`src/edge_capture_pkg.sv`:
```
package edge_capture_pkg;

   // Register word indices, not byte addresses (byte address = index*4)
   localparam logic [7:0] idx_cap0_rise    = 8'h22;
   localparam logic [7:0] idx_cap1_rise    = 8'h23;
   localparam logic [7:0] idx_cap0_fall    = 8'h24;
   localparam logic [7:0] idx_cap1_fall    = 8'h25;
   localparam logic [7:0] idx_count_low    = 8'h26;
   localparam logic [7:0] idx_count_high   = 8'h27;
   localparam logic [7:0] idx_reload_low   = 8'h28;
   localparam logic [7:0] idx_reload_high  = 8'h29;
   localparam logic [7:0] idx_timer_config = 8'h2a;
   localparam logic [7:0] idx_irq_enable   = 8'h2b;
   localparam logic [7:0] idx_irq_status   = 8'h2c;

   // Timer configuration fields
   localparam int cfg_hold_bit     = 7;
   localparam int cfg_prescale_lsb = 4;
   localparam int cfg_wide_bit     = 3;

   // Capture source bit positions in enable and status
   localparam int src_c0_rise = 0;
   localparam int src_c0_fall = 1;
   localparam int src_c1_rise = 2;
   localparam int src_c1_fall = 3;

   // Reset values
   localparam logic [7:0]  byte_reset   = 8'h00;
   localparam logic [11:0] reload_reset = 12'h000;

   // AXI responses
   localparam logic [1:0] resp_okay   = 2'b00;
   localparam logic [1:0] resp_slverr = 2'b10;

   // Per-source capture event bundle
   typedef struct packed {
      logic [3:0] load;
      logic [3:0] edge_seen;
   } capture_event_t;

endpackage : edge_capture_pkg

```
`src/edge_capture_and_interval_timer.sv`:
```
`timescale 1ns/1ps

module edge_capture_and_interval_timer #(
   parameter int timer_width = 16,
   parameter int count_width = 12
) (
   // Clock and reset
   input  wire logic        aclk,
   input  wire logic        aresetn,
   // Time base from the free-running counter
   input  wire logic [15:0] free_timer,
   input  wire logic        timer_tick,
   // Capture pins
   input  wire logic        capture_input_zero,
   input  wire logic        capture_input_one,
   // Interrupt requests
   output logic [3:0]       capture_irq,
   output logic             interval_irq,
   // AXI4-Lite write address
   input  wire logic [7:0]  s_axi_awaddr,
   input  wire logic        s_axi_awvalid,
   output logic             s_axi_awready,
   // AXI4-Lite write data
   input  wire logic [31:0] s_axi_wdata,
   input  wire logic [3:0]  s_axi_wstrb,
   input  wire logic        s_axi_wvalid,
   output logic             s_axi_wready,
   // AXI4-Lite write response
   output logic [1:0]       s_axi_bresp,
   output logic             s_axi_bvalid,
   input  wire logic        s_axi_bready,
   // AXI4-Lite read address
   input  wire logic [7:0]  s_axi_araddr,
   input  wire logic        s_axi_arvalid,
   output logic             s_axi_arready,
   // AXI4-Lite read data
   output logic [31:0]      s_axi_rdata,
   output logic [1:0]       s_axi_rresp,
   output logic             s_axi_rvalid,
   input  wire logic        s_axi_rready
);
   import edge_capture_pkg::*;

   // Register map, as seen by software (byte address = 4 * word index):
   //   0x88 capture0_rise_time    read only, channel zero rise time
   //   0x8c capture1_rise_time    read only, channel one rise time or wide upper byte
   //   0x90 capture0_fall_time    read only, channel zero fall time
   //   0x94 capture1_fall_time    read only, channel one fall time or wide upper byte
   //   0x98 interval_count_low    read only, live low byte, latches the upper nibble
   //   0x9c interval_count_high   read only, nibble latched at the last low-byte read
   //   0xa0 interval_reload_low   read/write, reload bits 7..0
   //   0xa4 interval_reload_high  read/write, reload bits 11..8 in bits 3..0
   //   0xa8 timer_config          read/write, hold-first, prescale, wide mode
   //   0xac capture_irq_enable    read/write, one enable per capture source
   //   0xb0 capture_irq_status    write one to clear, one flag per capture source
   // Only byte lane zero carries register data; the upper read lanes are zero.
   // Addresses outside the map answer with an error code and change nothing.
   // Writes to the read-only places answer okay and are dropped, so firmware
   // that walks the map with writes does not trip a bus error.
   //
   // Bus timing:
   //   Write address and data are held in their own slots and may come in
   //   either order; the response is raised the cycle after both slots fill.
   //   A read is answered the cycle after its address is taken, with data
   //   from flip-flops so the read path never sees a combinational loop.
   //   Only one write and one read are in flight; readies drop meanwhile.
   //
   // Capture timing:
   //   A pin level that differs from the level one edge earlier is an edge.
   //   The time base value present at that same edge is stored, so a pin
   //   change is seen one cycle after it appears on the pin.
   //   Pins are taken as already synchronous; an asynchronous source must
   //   be synchronised outside this block or captures may go metastable.
   //
   // Interval timer:
   //   The count moves only on timer_tick; a tick at zero reloads and
   //   raises the one-cycle interval request on the following cycle.
   //   Each reload byte takes effect when written, so a reload that lands
   //   between the two writes uses the new low byte with the old high nibble.

   // The selection logic is written for these widths only
   if (timer_width != 16 || count_width != 12) begin : g_bad_width
      $error("edge_capture_and_interval_timer supports only 16/12 bit widths");
   end

   // Word index of an AXI byte address
   function automatic logic [7:0] word_index(input logic [7:0] addr);
      return {2'b00, addr[7:2]};
   endfunction : word_index

   // Register state
   logic [7:0]  cap_time [4];
   logic [3:0]  cap_read_since;
   logic [3:0]  irq_enable;
   logic [3:0]  irq_status;
   logic [7:0]  timer_config;
   logic [11:0] reload;
   logic [11:0] count;
   logic [3:0]  count_high_hold;
   logic        in0_q;
   logic        in1_q;

   // Write channel holding: address and data may arrive in either order
   logic        aw_held;
   logic        w_held;
   logic [7:0]  aw_addr;
   logic [31:0] w_data;
   logic [3:0]  w_strb;

   // Configuration decode
   wire         hold_first   = timer_config[cfg_hold_bit];
   wire         wide_mode    = timer_config[cfg_wide_bit];
   wire [2:0]   prescale     = timer_config[cfg_prescale_lsb +: 3];

   // Edge detection on the pins, taken as synchronous to aclk
   wire         rise0 = capture_input_zero & ~in0_q;
   wire         fall0 = ~capture_input_zero & in0_q;
   wire         rise1 = capture_input_one & ~in1_q & ~wide_mode;
   wire         fall1 = ~capture_input_one & in1_q & ~wide_mode;

   // Timer byte choice: prescaled window in eight-bit mode, low byte for channel zero and high byte for channel one in wide mode
   wire [15:0]  timer_shifted = free_timer >> prescale;
   wire [7:0]   narrow_byte   = timer_shifted[7:0];
   wire [7:0]   chan0_byte    = wide_mode ? free_timer[7:0] : narrow_byte;
   wire [7:0]   chan1_byte    = wide_mode ? free_timer[15:8] : narrow_byte;

   // Which edge each source register follows
   wire [3:0]   src_edge;
   assign src_edge[src_c0_rise] = rise0;
   assign src_edge[src_c0_fall] = fall0;
   assign src_edge[src_c1_rise] = wide_mode ? rise0 : rise1;
   assign src_edge[src_c1_fall] = wide_mode ? fall0 : fall1;

   // Hold-first blocks loads until software has read the register
   capture_event_t ev;
   assign ev.edge_seen = src_edge;
   assign ev.load      = src_edge & (hold_first ? cap_read_since : 4'hf);

   wire [7:0]   src_byte [4];
   assign src_byte[src_c0_rise] = chan0_byte;
   assign src_byte[src_c0_fall] = chan0_byte;
   assign src_byte[src_c1_rise] = chan1_byte;
   assign src_byte[src_c1_fall] = chan1_byte;

   // AXI handshake decode
   wire         aw_take   = s_axi_awvalid & s_axi_awready;
   wire         w_take    = s_axi_wvalid & s_axi_wready;
   wire         wr_fire   = aw_held & w_held & ~s_axi_bvalid;
   wire         rd_take   = s_axi_arvalid & s_axi_arready;
   wire [7:0]   wr_index  = word_index(aw_addr);
   wire [7:0]   rd_index  = word_index(s_axi_araddr);
   wire         wr_lane0  = wr_fire & w_strb[0];
   wire [7:0]   wbyte     = w_data[7:0];

   // Write target decode
   wire         wr_reload_low  = wr_lane0 && (wr_index == idx_reload_low);
   wire         wr_reload_high = wr_lane0 && (wr_index == idx_reload_high);
   wire         wr_config      = wr_lane0 && (wr_index == idx_timer_config);
   wire         wr_enable      = wr_lane0 && (wr_index == idx_irq_enable);
   wire         wr_status      = wr_lane0 && (wr_index == idx_irq_status);
   wire         wr_known;
   wire         rd_known;
   assign wr_known = (wr_index >= idx_cap0_rise) && (wr_index <= idx_irq_status);
   assign rd_known = (rd_index >= idx_cap0_rise) && (rd_index <= idx_irq_status);

   // Read mux; reserved bits read as zero
   logic [7:0]  rd_byte;
   always_comb begin
      rd_byte = byte_reset;
      if (rd_index == idx_cap0_rise) begin
         rd_byte = cap_time[src_c0_rise];
      end else if (rd_index == idx_cap1_rise) begin
         rd_byte = cap_time[src_c1_rise];
      end else if (rd_index == idx_cap0_fall) begin
         rd_byte = cap_time[src_c0_fall];
      end else if (rd_index == idx_cap1_fall) begin
         rd_byte = cap_time[src_c1_fall];
      end else if (rd_index == idx_count_low) begin
         rd_byte = count[7:0];
      end else if (rd_index == idx_count_high) begin
         rd_byte = {4'h0, count_high_hold};
      end else if (rd_index == idx_reload_low) begin
         rd_byte = reload[7:0];
      end else if (rd_index == idx_reload_high) begin
         rd_byte = {4'h0, reload[11:8]};
      end else if (rd_index == idx_timer_config) begin
         rd_byte = {timer_config[7:3], 3'h0};
      end else if (rd_index == idx_irq_enable) begin
         rd_byte = {4'h0, irq_enable};
      end else if (rd_index == idx_irq_status) begin
         rd_byte = {4'h0, irq_status};
      end
   end

   // Reads of the capture registers re-arm first-edge-hold
   wire [3:0]   cap_read;
   assign cap_read[src_c0_rise] = rd_take && (rd_index == idx_cap0_rise);
   assign cap_read[src_c0_fall] = rd_take && (rd_index == idx_cap0_fall);
   assign cap_read[src_c1_rise] = rd_take && (rd_index == idx_cap1_rise);
   assign cap_read[src_c1_fall] = rd_take && (rd_index == idx_cap1_fall);
   wire         count_low_read = rd_take && (rd_index == idx_count_low);

   // Interval timer terminal count
   wire         terminal = timer_tick && (count == 12'h000);

   // Ready: one transaction of each kind at a time
   assign s_axi_awready = ~aw_held & ~s_axi_bvalid;
   assign s_axi_wready  = ~w_held & ~s_axi_bvalid;
   assign s_axi_arready = ~s_axi_rvalid;

   // Interrupt requests stay high while flag and enable are both set
   assign capture_irq = irq_status & irq_enable;

   // Pin history for edge detection
   always_ff @(posedge aclk) begin
      if (!aresetn) begin
         in0_q <= 1'b0;
         in1_q <= 1'b0;
      end else begin
         in0_q <= capture_input_zero;
         in1_q <= capture_input_one;
      end
   end

   // Capture registers and their read-since-load marks, one process so each has one driver
   always_ff @(posedge aclk) begin
      if (!aresetn) begin
         for (int i = 0; i < 4; i++) begin
            cap_time[i]       <= byte_reset;
            cap_read_since[i] <= 1'b1;
         end
      end else begin
         for (int i = 0; i < 4; i++) begin
            if (ev.load[i]) begin
               cap_time[i]       <= src_byte[i];
               cap_read_since[i] <= 1'b0;
            end else if (cap_read[i]) begin
               cap_read_since[i] <= 1'b1;
            end
         end
      end
   end

   // Status flags: a capture load in the cycle of a clear keeps the flag set
   wire [3:0]   next_status = (irq_status & ~(wr_status ? wbyte[3:0] : 4'h0)) | ev.load;
   always_ff @(posedge aclk) begin
      if (!aresetn) begin
         irq_status <= 4'h0;
      end else begin
         irq_status <= next_status;
      end
   end

   // Software-written control registers
   always_ff @(posedge aclk) begin
      if (!aresetn) begin
         irq_enable   <= 4'h0;
         timer_config <= byte_reset;
         reload       <= reload_reset;
      end else begin
         if (wr_enable) irq_enable <= wbyte[3:0];
         if (wr_config) timer_config <= {wbyte[7:3], 3'h0};
         if (wr_reload_low) reload[7:0] <= wbyte;
         if (wr_reload_high) reload[11:8] <= wbyte[3:0];
      end
   end

   // Interval counter: down-count on the timer tick, reload at zero
   always_ff @(posedge aclk) begin
      if (!aresetn) begin
         count        <= reload_reset;
         interval_irq <= 1'b0;
      end else begin
         interval_irq <= terminal;
         if (terminal) begin
            count <= reload;
         end else if (timer_tick) begin
            count <= count - 12'h001;
         end
      end
   end

   // Upper nibble snapshot taken on every low-byte read
   always_ff @(posedge aclk) begin
      if (!aresetn) begin
         count_high_hold <= 4'h0;
      end else if (count_low_read) begin
         count_high_hold <= count[11:8];
      end
   end

   // Write address and data capture
   always_ff @(posedge aclk) begin
      if (!aresetn) begin
         aw_held <= 1'b0;
         w_held  <= 1'b0;
         aw_addr <= 8'h00;
         w_data  <= 32'h0000_0000;
         w_strb  <= 4'h0;
      end else begin
         if (aw_take) begin
            aw_held <= 1'b1;
            aw_addr <= s_axi_awaddr;
         end else if (wr_fire) begin
            aw_held <= 1'b0;
         end
         if (w_take) begin
            w_held <= 1'b1;
            w_data <= s_axi_wdata;
            w_strb <= s_axi_wstrb;
         end else if (wr_fire) begin
            w_held <= 1'b0;
         end
      end
   end

   // Write response; writes to read-only registers are accepted and ignored
   always_ff @(posedge aclk) begin
      if (!aresetn) begin
         s_axi_bvalid <= 1'b0;
         s_axi_bresp  <= resp_okay;
      end else if (wr_fire) begin
         s_axi_bvalid <= 1'b1;
         s_axi_bresp  <= wr_known ? resp_okay : resp_slverr;
      end else if (s_axi_bready) begin
         s_axi_bvalid <= 1'b0;
      end
   end

   // Read response, registered so data comes from flip-flops
   always_ff @(posedge aclk) begin
      if (!aresetn) begin
         s_axi_rvalid <= 1'b0;
         s_axi_rdata  <= 32'h0000_0000;
         s_axi_rresp  <= resp_okay;
      end else if (rd_take) begin
         s_axi_rvalid <= 1'b1;
         s_axi_rdata  <= {24'h000000, rd_byte};
         s_axi_rresp  <= rd_known ? resp_okay : resp_slverr;
      end else if (s_axi_rready) begin
         s_axi_rvalid <= 1'b0;
      end
   end

endmodule : edge_capture_and_interval_timer

```
`config.mk`:
```
export PLATFORM = sky130hd
export DESIGN_NAME = edge_capture_and_interval_timer
export DESIGN_NICKNAME = d
export VERILOG_FILES = /design/src/edge_capture_pkg.sv /design/src/edge_capture_and_interval_timer.sv
export SDC_FILE = /design/constraint.sdc
export NUM_CORES = 1
export LEC_CHECK = 0
export BUFFER_PORTS_ARGS = -buffer_cell sky130_fd_sc_hd__buf_2
export CAP_MARGIN = 40
export CORE_AREA = 10 10 104 129
export DETAILED_ROUTE_END_ITERATION = 8
export DIE_AREA = 0 0 114 139
export PLACE_DENSITY = 0.79
export REMOVE_ABC_BUFFERS = 1
export SLEW_MARGIN = 15
export SYNTH_ARGS = -nofsm -noshare
export SYNTH_HDL_FRONTEND = slang
export SYNTH_SLANG_ARGS = --single-unit
```
`constraint.sdc`:
```
create_clock -name aclk -period 2.7 [get_ports aclk]
set_input_delay 0.135 -clock aclk [delete_from_list [all_inputs] [get_ports aclk]]
set_output_delay 0.135 -clock aclk [all_outputs]
set_load 0.03 [all_outputs]
```
==> reports/metrics.yaml <==
layout_min_cycle_time_ps: 2440
max_slew_margin_pct: 44.0
cts.htree.levels: 3
grt_max_degree: 42
postCtsResizedCells: 0
clock_sink_count: 109
syn-instance-count: 663
max_clock_freq_mhz: 409
setup_viol: 0
synthDistinctLibCells: 59
fp.dieW_um: 114
rows: 43
worstHoldPathType: "input pin to flop"
ys_ff_latch: 109
fin_skew_ps: 11.4
design.final.nets: 789
fp.coreArea_sq_um: 11000
clkSlewWorstSetupHoldPaths_ps: 80
p_comb_share_pct: 20.0
cp_data_arrival_time_ps: 2510
hold_violations: 0
synth_enable_flop_cells: 32
p_leak_uw: 0.00251
design.die.area_sq_um: 15800
worst_ep_required_time_ps: 2760
drt_iter0_drc: 361
number_of_iterations_in_the_first_detailed_routing_pass: 5
number_of_global_route_vias_before_repair: 4997
place.port_buffers: 66
irDropWorstVdd_mv: 0.318
crit_path_end_kind: "flop"
final_util_pct: 58.4
switching_power_uw: 1260
p_clk_share_pct: 30.9
max_cap_viol_count: 0
tritoncts: "yes"
num_vias: 5028
place_congestion: 0.934
synth_area_leader_cell: "dfxtp_1"
power.density_cell_area_nw_per_um2: 623
clk-insertion-delay-late_ps: 350
initial_antenna_violation_count: 0
sequentialPowerShare_pct: 49.1
crit_path_start_kind: "flop"
antenna_left: 0
netlist_top_cells_area: "dfxtp_1 (26%), edfxtp_1 (16%), mux2i_1 (7.0%)"
ys_seq_area_share_pct: 42.9
worst_setup_margin_ps: 257
yosysTopAreaCellShare_pct: 26.4
grt-ovfl-total: 0
worst-slew-pin-transition_ps: 839
setup-tns-final_ps: 0
syn-cell-area_sq_um: 5840
final_max_slew_viol_count: 0
ys_warn_count: 0
io_pins: 124
power.switching_fraction_pct: 31.5
areaGrowthSynthToFinish_pct: 9.75
post_route_cells_drive_above_1_share_pct: 15.1
synth-main-ff-cell: "dfxtp_1"
diodes: 0
worst_hold_slack_ps: 13.7
clock_path_buffers: 2
fp.dieH_um: 139
outcome: "complete, no violations"
dpl-instance-area_sq_um: 6110
critPathKind: "flop to flop"
numCtsBuffers: 9
cts_root_buf: "clkbuf_16"
remaining_drc_errors: 0
p_int_uw: 2730
drt-vias-per-instance: 5.92
final_cycle_utilization_of_the_critical_path_pct: 90.5
grt_pass1_wl_um: 25300
routed_wl_um: 15600
grt_util_all_layers_pct: 19.3
final_cell_area_sq_um: 6410
start_util_pct: 53.2
dpl_worst_slack_ps: 323
wire_per_inst_um: 18.4
post_syn_area_per_cell_sq_um: 8.80
timing.critical_path.fanout_max: 16
async_flop_share_pct: 0
place.detailed.hpwl_um: 11700
grt_setup_unrepaired: "no"
==> Yosys cell counts (2+ instances only) <==
library cell / number
dfxtp_1: 77
nand2_1: 67
nor2_1: 63
nor3_1: 50
a21oi_1: 45
o21ai_0: 44
mux2i_1: 41
edfxtp_1: 32
buf_4: 26
clkbuf_1: 22
nor2b_1: 22
nand3_1: 18
and2_1: 12
inv_1: 12
nand2b_1: 11
a31oi_1: 9
a211oi_1: 8
buf_2: 8
mux4_2: 7
o211ai_1: 6
or3_1: 6
a221oi_1: 5
buf_1: 5
mux2_2: 5
o21a_1: 5
and3_1: 4
nor4_1: 4
or4_1: 4
buf_6: 3
nand4_1: 3
o31ai_1: 3
a22o_1: 2
a311o_1: 2
nand4b_1: 2
nand4bb_1: 2
nor3b_1: 2
nor3b_2: 2
nor4b_1: 2
or2_2: 2
==> routing by layer <==
layer  vias up  routed length, um  track usage (%)
li1       2429                  -                -
met1      2368               6400             23.9
met2       194               7780             32.0
met3        37                973             3.07
met4         0                445             8.33
met5         -                  0                0
==> power by group through the flow <==
| stage | combinational [uW] | clock [uW] | sequential (uW) |
|---|---|---|---|
| floorplan | 537 | 0 | 1970 |
| global placement | 761 | 0 | 1990 |
| detailed placement | 783 | 0 | 1990 |
| CTS | 788 | 1250 | 1950 |
| global route | 885 | 1320 | 1980 |
| finish | 798 | 1240 | 1960 |
==> kinds of logic (layout without fill, tap and decap cells) <==
kind of cell	Yosys count	after routing	synth area share, %
flip-flops	109	109	42.9
other	1	26	0.0642
buffers and inverters	77	103	7.27
AO/OA/AOI/OAI	139	139	14.3
adder cells (fa/ha/maj)	1	1	0.214
XOR/XNOR	1	1	0.150
AND/OR/NAND/NOR	282	282	24.5
multiplexers	53	53	10.7
==> cells in the final DEF, fill, tap and decap left out, drive strengths merged, types with 11 or more instances in the layout <==
master / n
dfxtp: 77
buf: 75
nand2: 67
nor2: 63
nor3: 51
a21oi: 45
o21ai: 44
mux2i: 41
edfxtp: 32
conb: 26
nor2b: 22
nand3: 18
inv: 17
and2: 12
nand2b: 11
==> state kept, by name, summed over array words and instances (netlist names) <==
name / flops
w_strb: 1
count_high_hold: 4
irq_status: 4
s_axi_rresp: 1
aw_addr: 6
s_axi_rdata: 8
in1_q: 1
cap_read_since: 4
aw_held: 1
count: 12
cap_time: 32
w_held: 1
s_axi_rvalid: 1
in0_q: 1
s_axi_bvalid: 1
reload: 12
irq_enable: 4
w_data: 8
interval_irq: 1
s_axi_bresp: 1
timer_config: 5
==> final cells by class <==
class	count	area, sq um
clock buffers	10	229
clock inverters	5	41.3
fillers	979	4570
inverters	12	45.0
multi-input cells	502	3000
flip-flops and latches	109	2500
well taps	135	169
repair buffers	76	415
==> path summary, 6_finish.rpt <==
path / startpoint / to / slack, ps / cells past startpoint
max: timer_config[4] / cap_time[2][7] / 260 / 3
min: capture_input_one / in1_q / 10 / 2
max reg2reg: timer_config[4] / cap_time[2][7] / 260 / 3
min reg2reg: w_strb[0] / w_strb[0] / 470 / 2
==> through the flow <==
step	power, uW	std cells
2_1_floorplan	2510	623
3_3_place_gp	2750	832
3_5_place_dp	2770	832
4_1_cts	3990	848
5_1_grt	4180	849
6_report	3990	849
==> worst max-delay path, stage by stage (launching register included) <==
cell and delay (ps):
dfxtp_1 870, mux4_2 600, a211oi_1 570, nor3_1 120
==> what timing repair did <==
| action | CTS | global route |
|---|---|---|
| hold endpoints to repair | 1 | 0 |
| setup endpoints to repair | 0 | 0 |
| hold buffers | 1 | 0 |
| setup buffers | 0 | 0 |
Note: power is estimated with default switching activity, not from simulation.
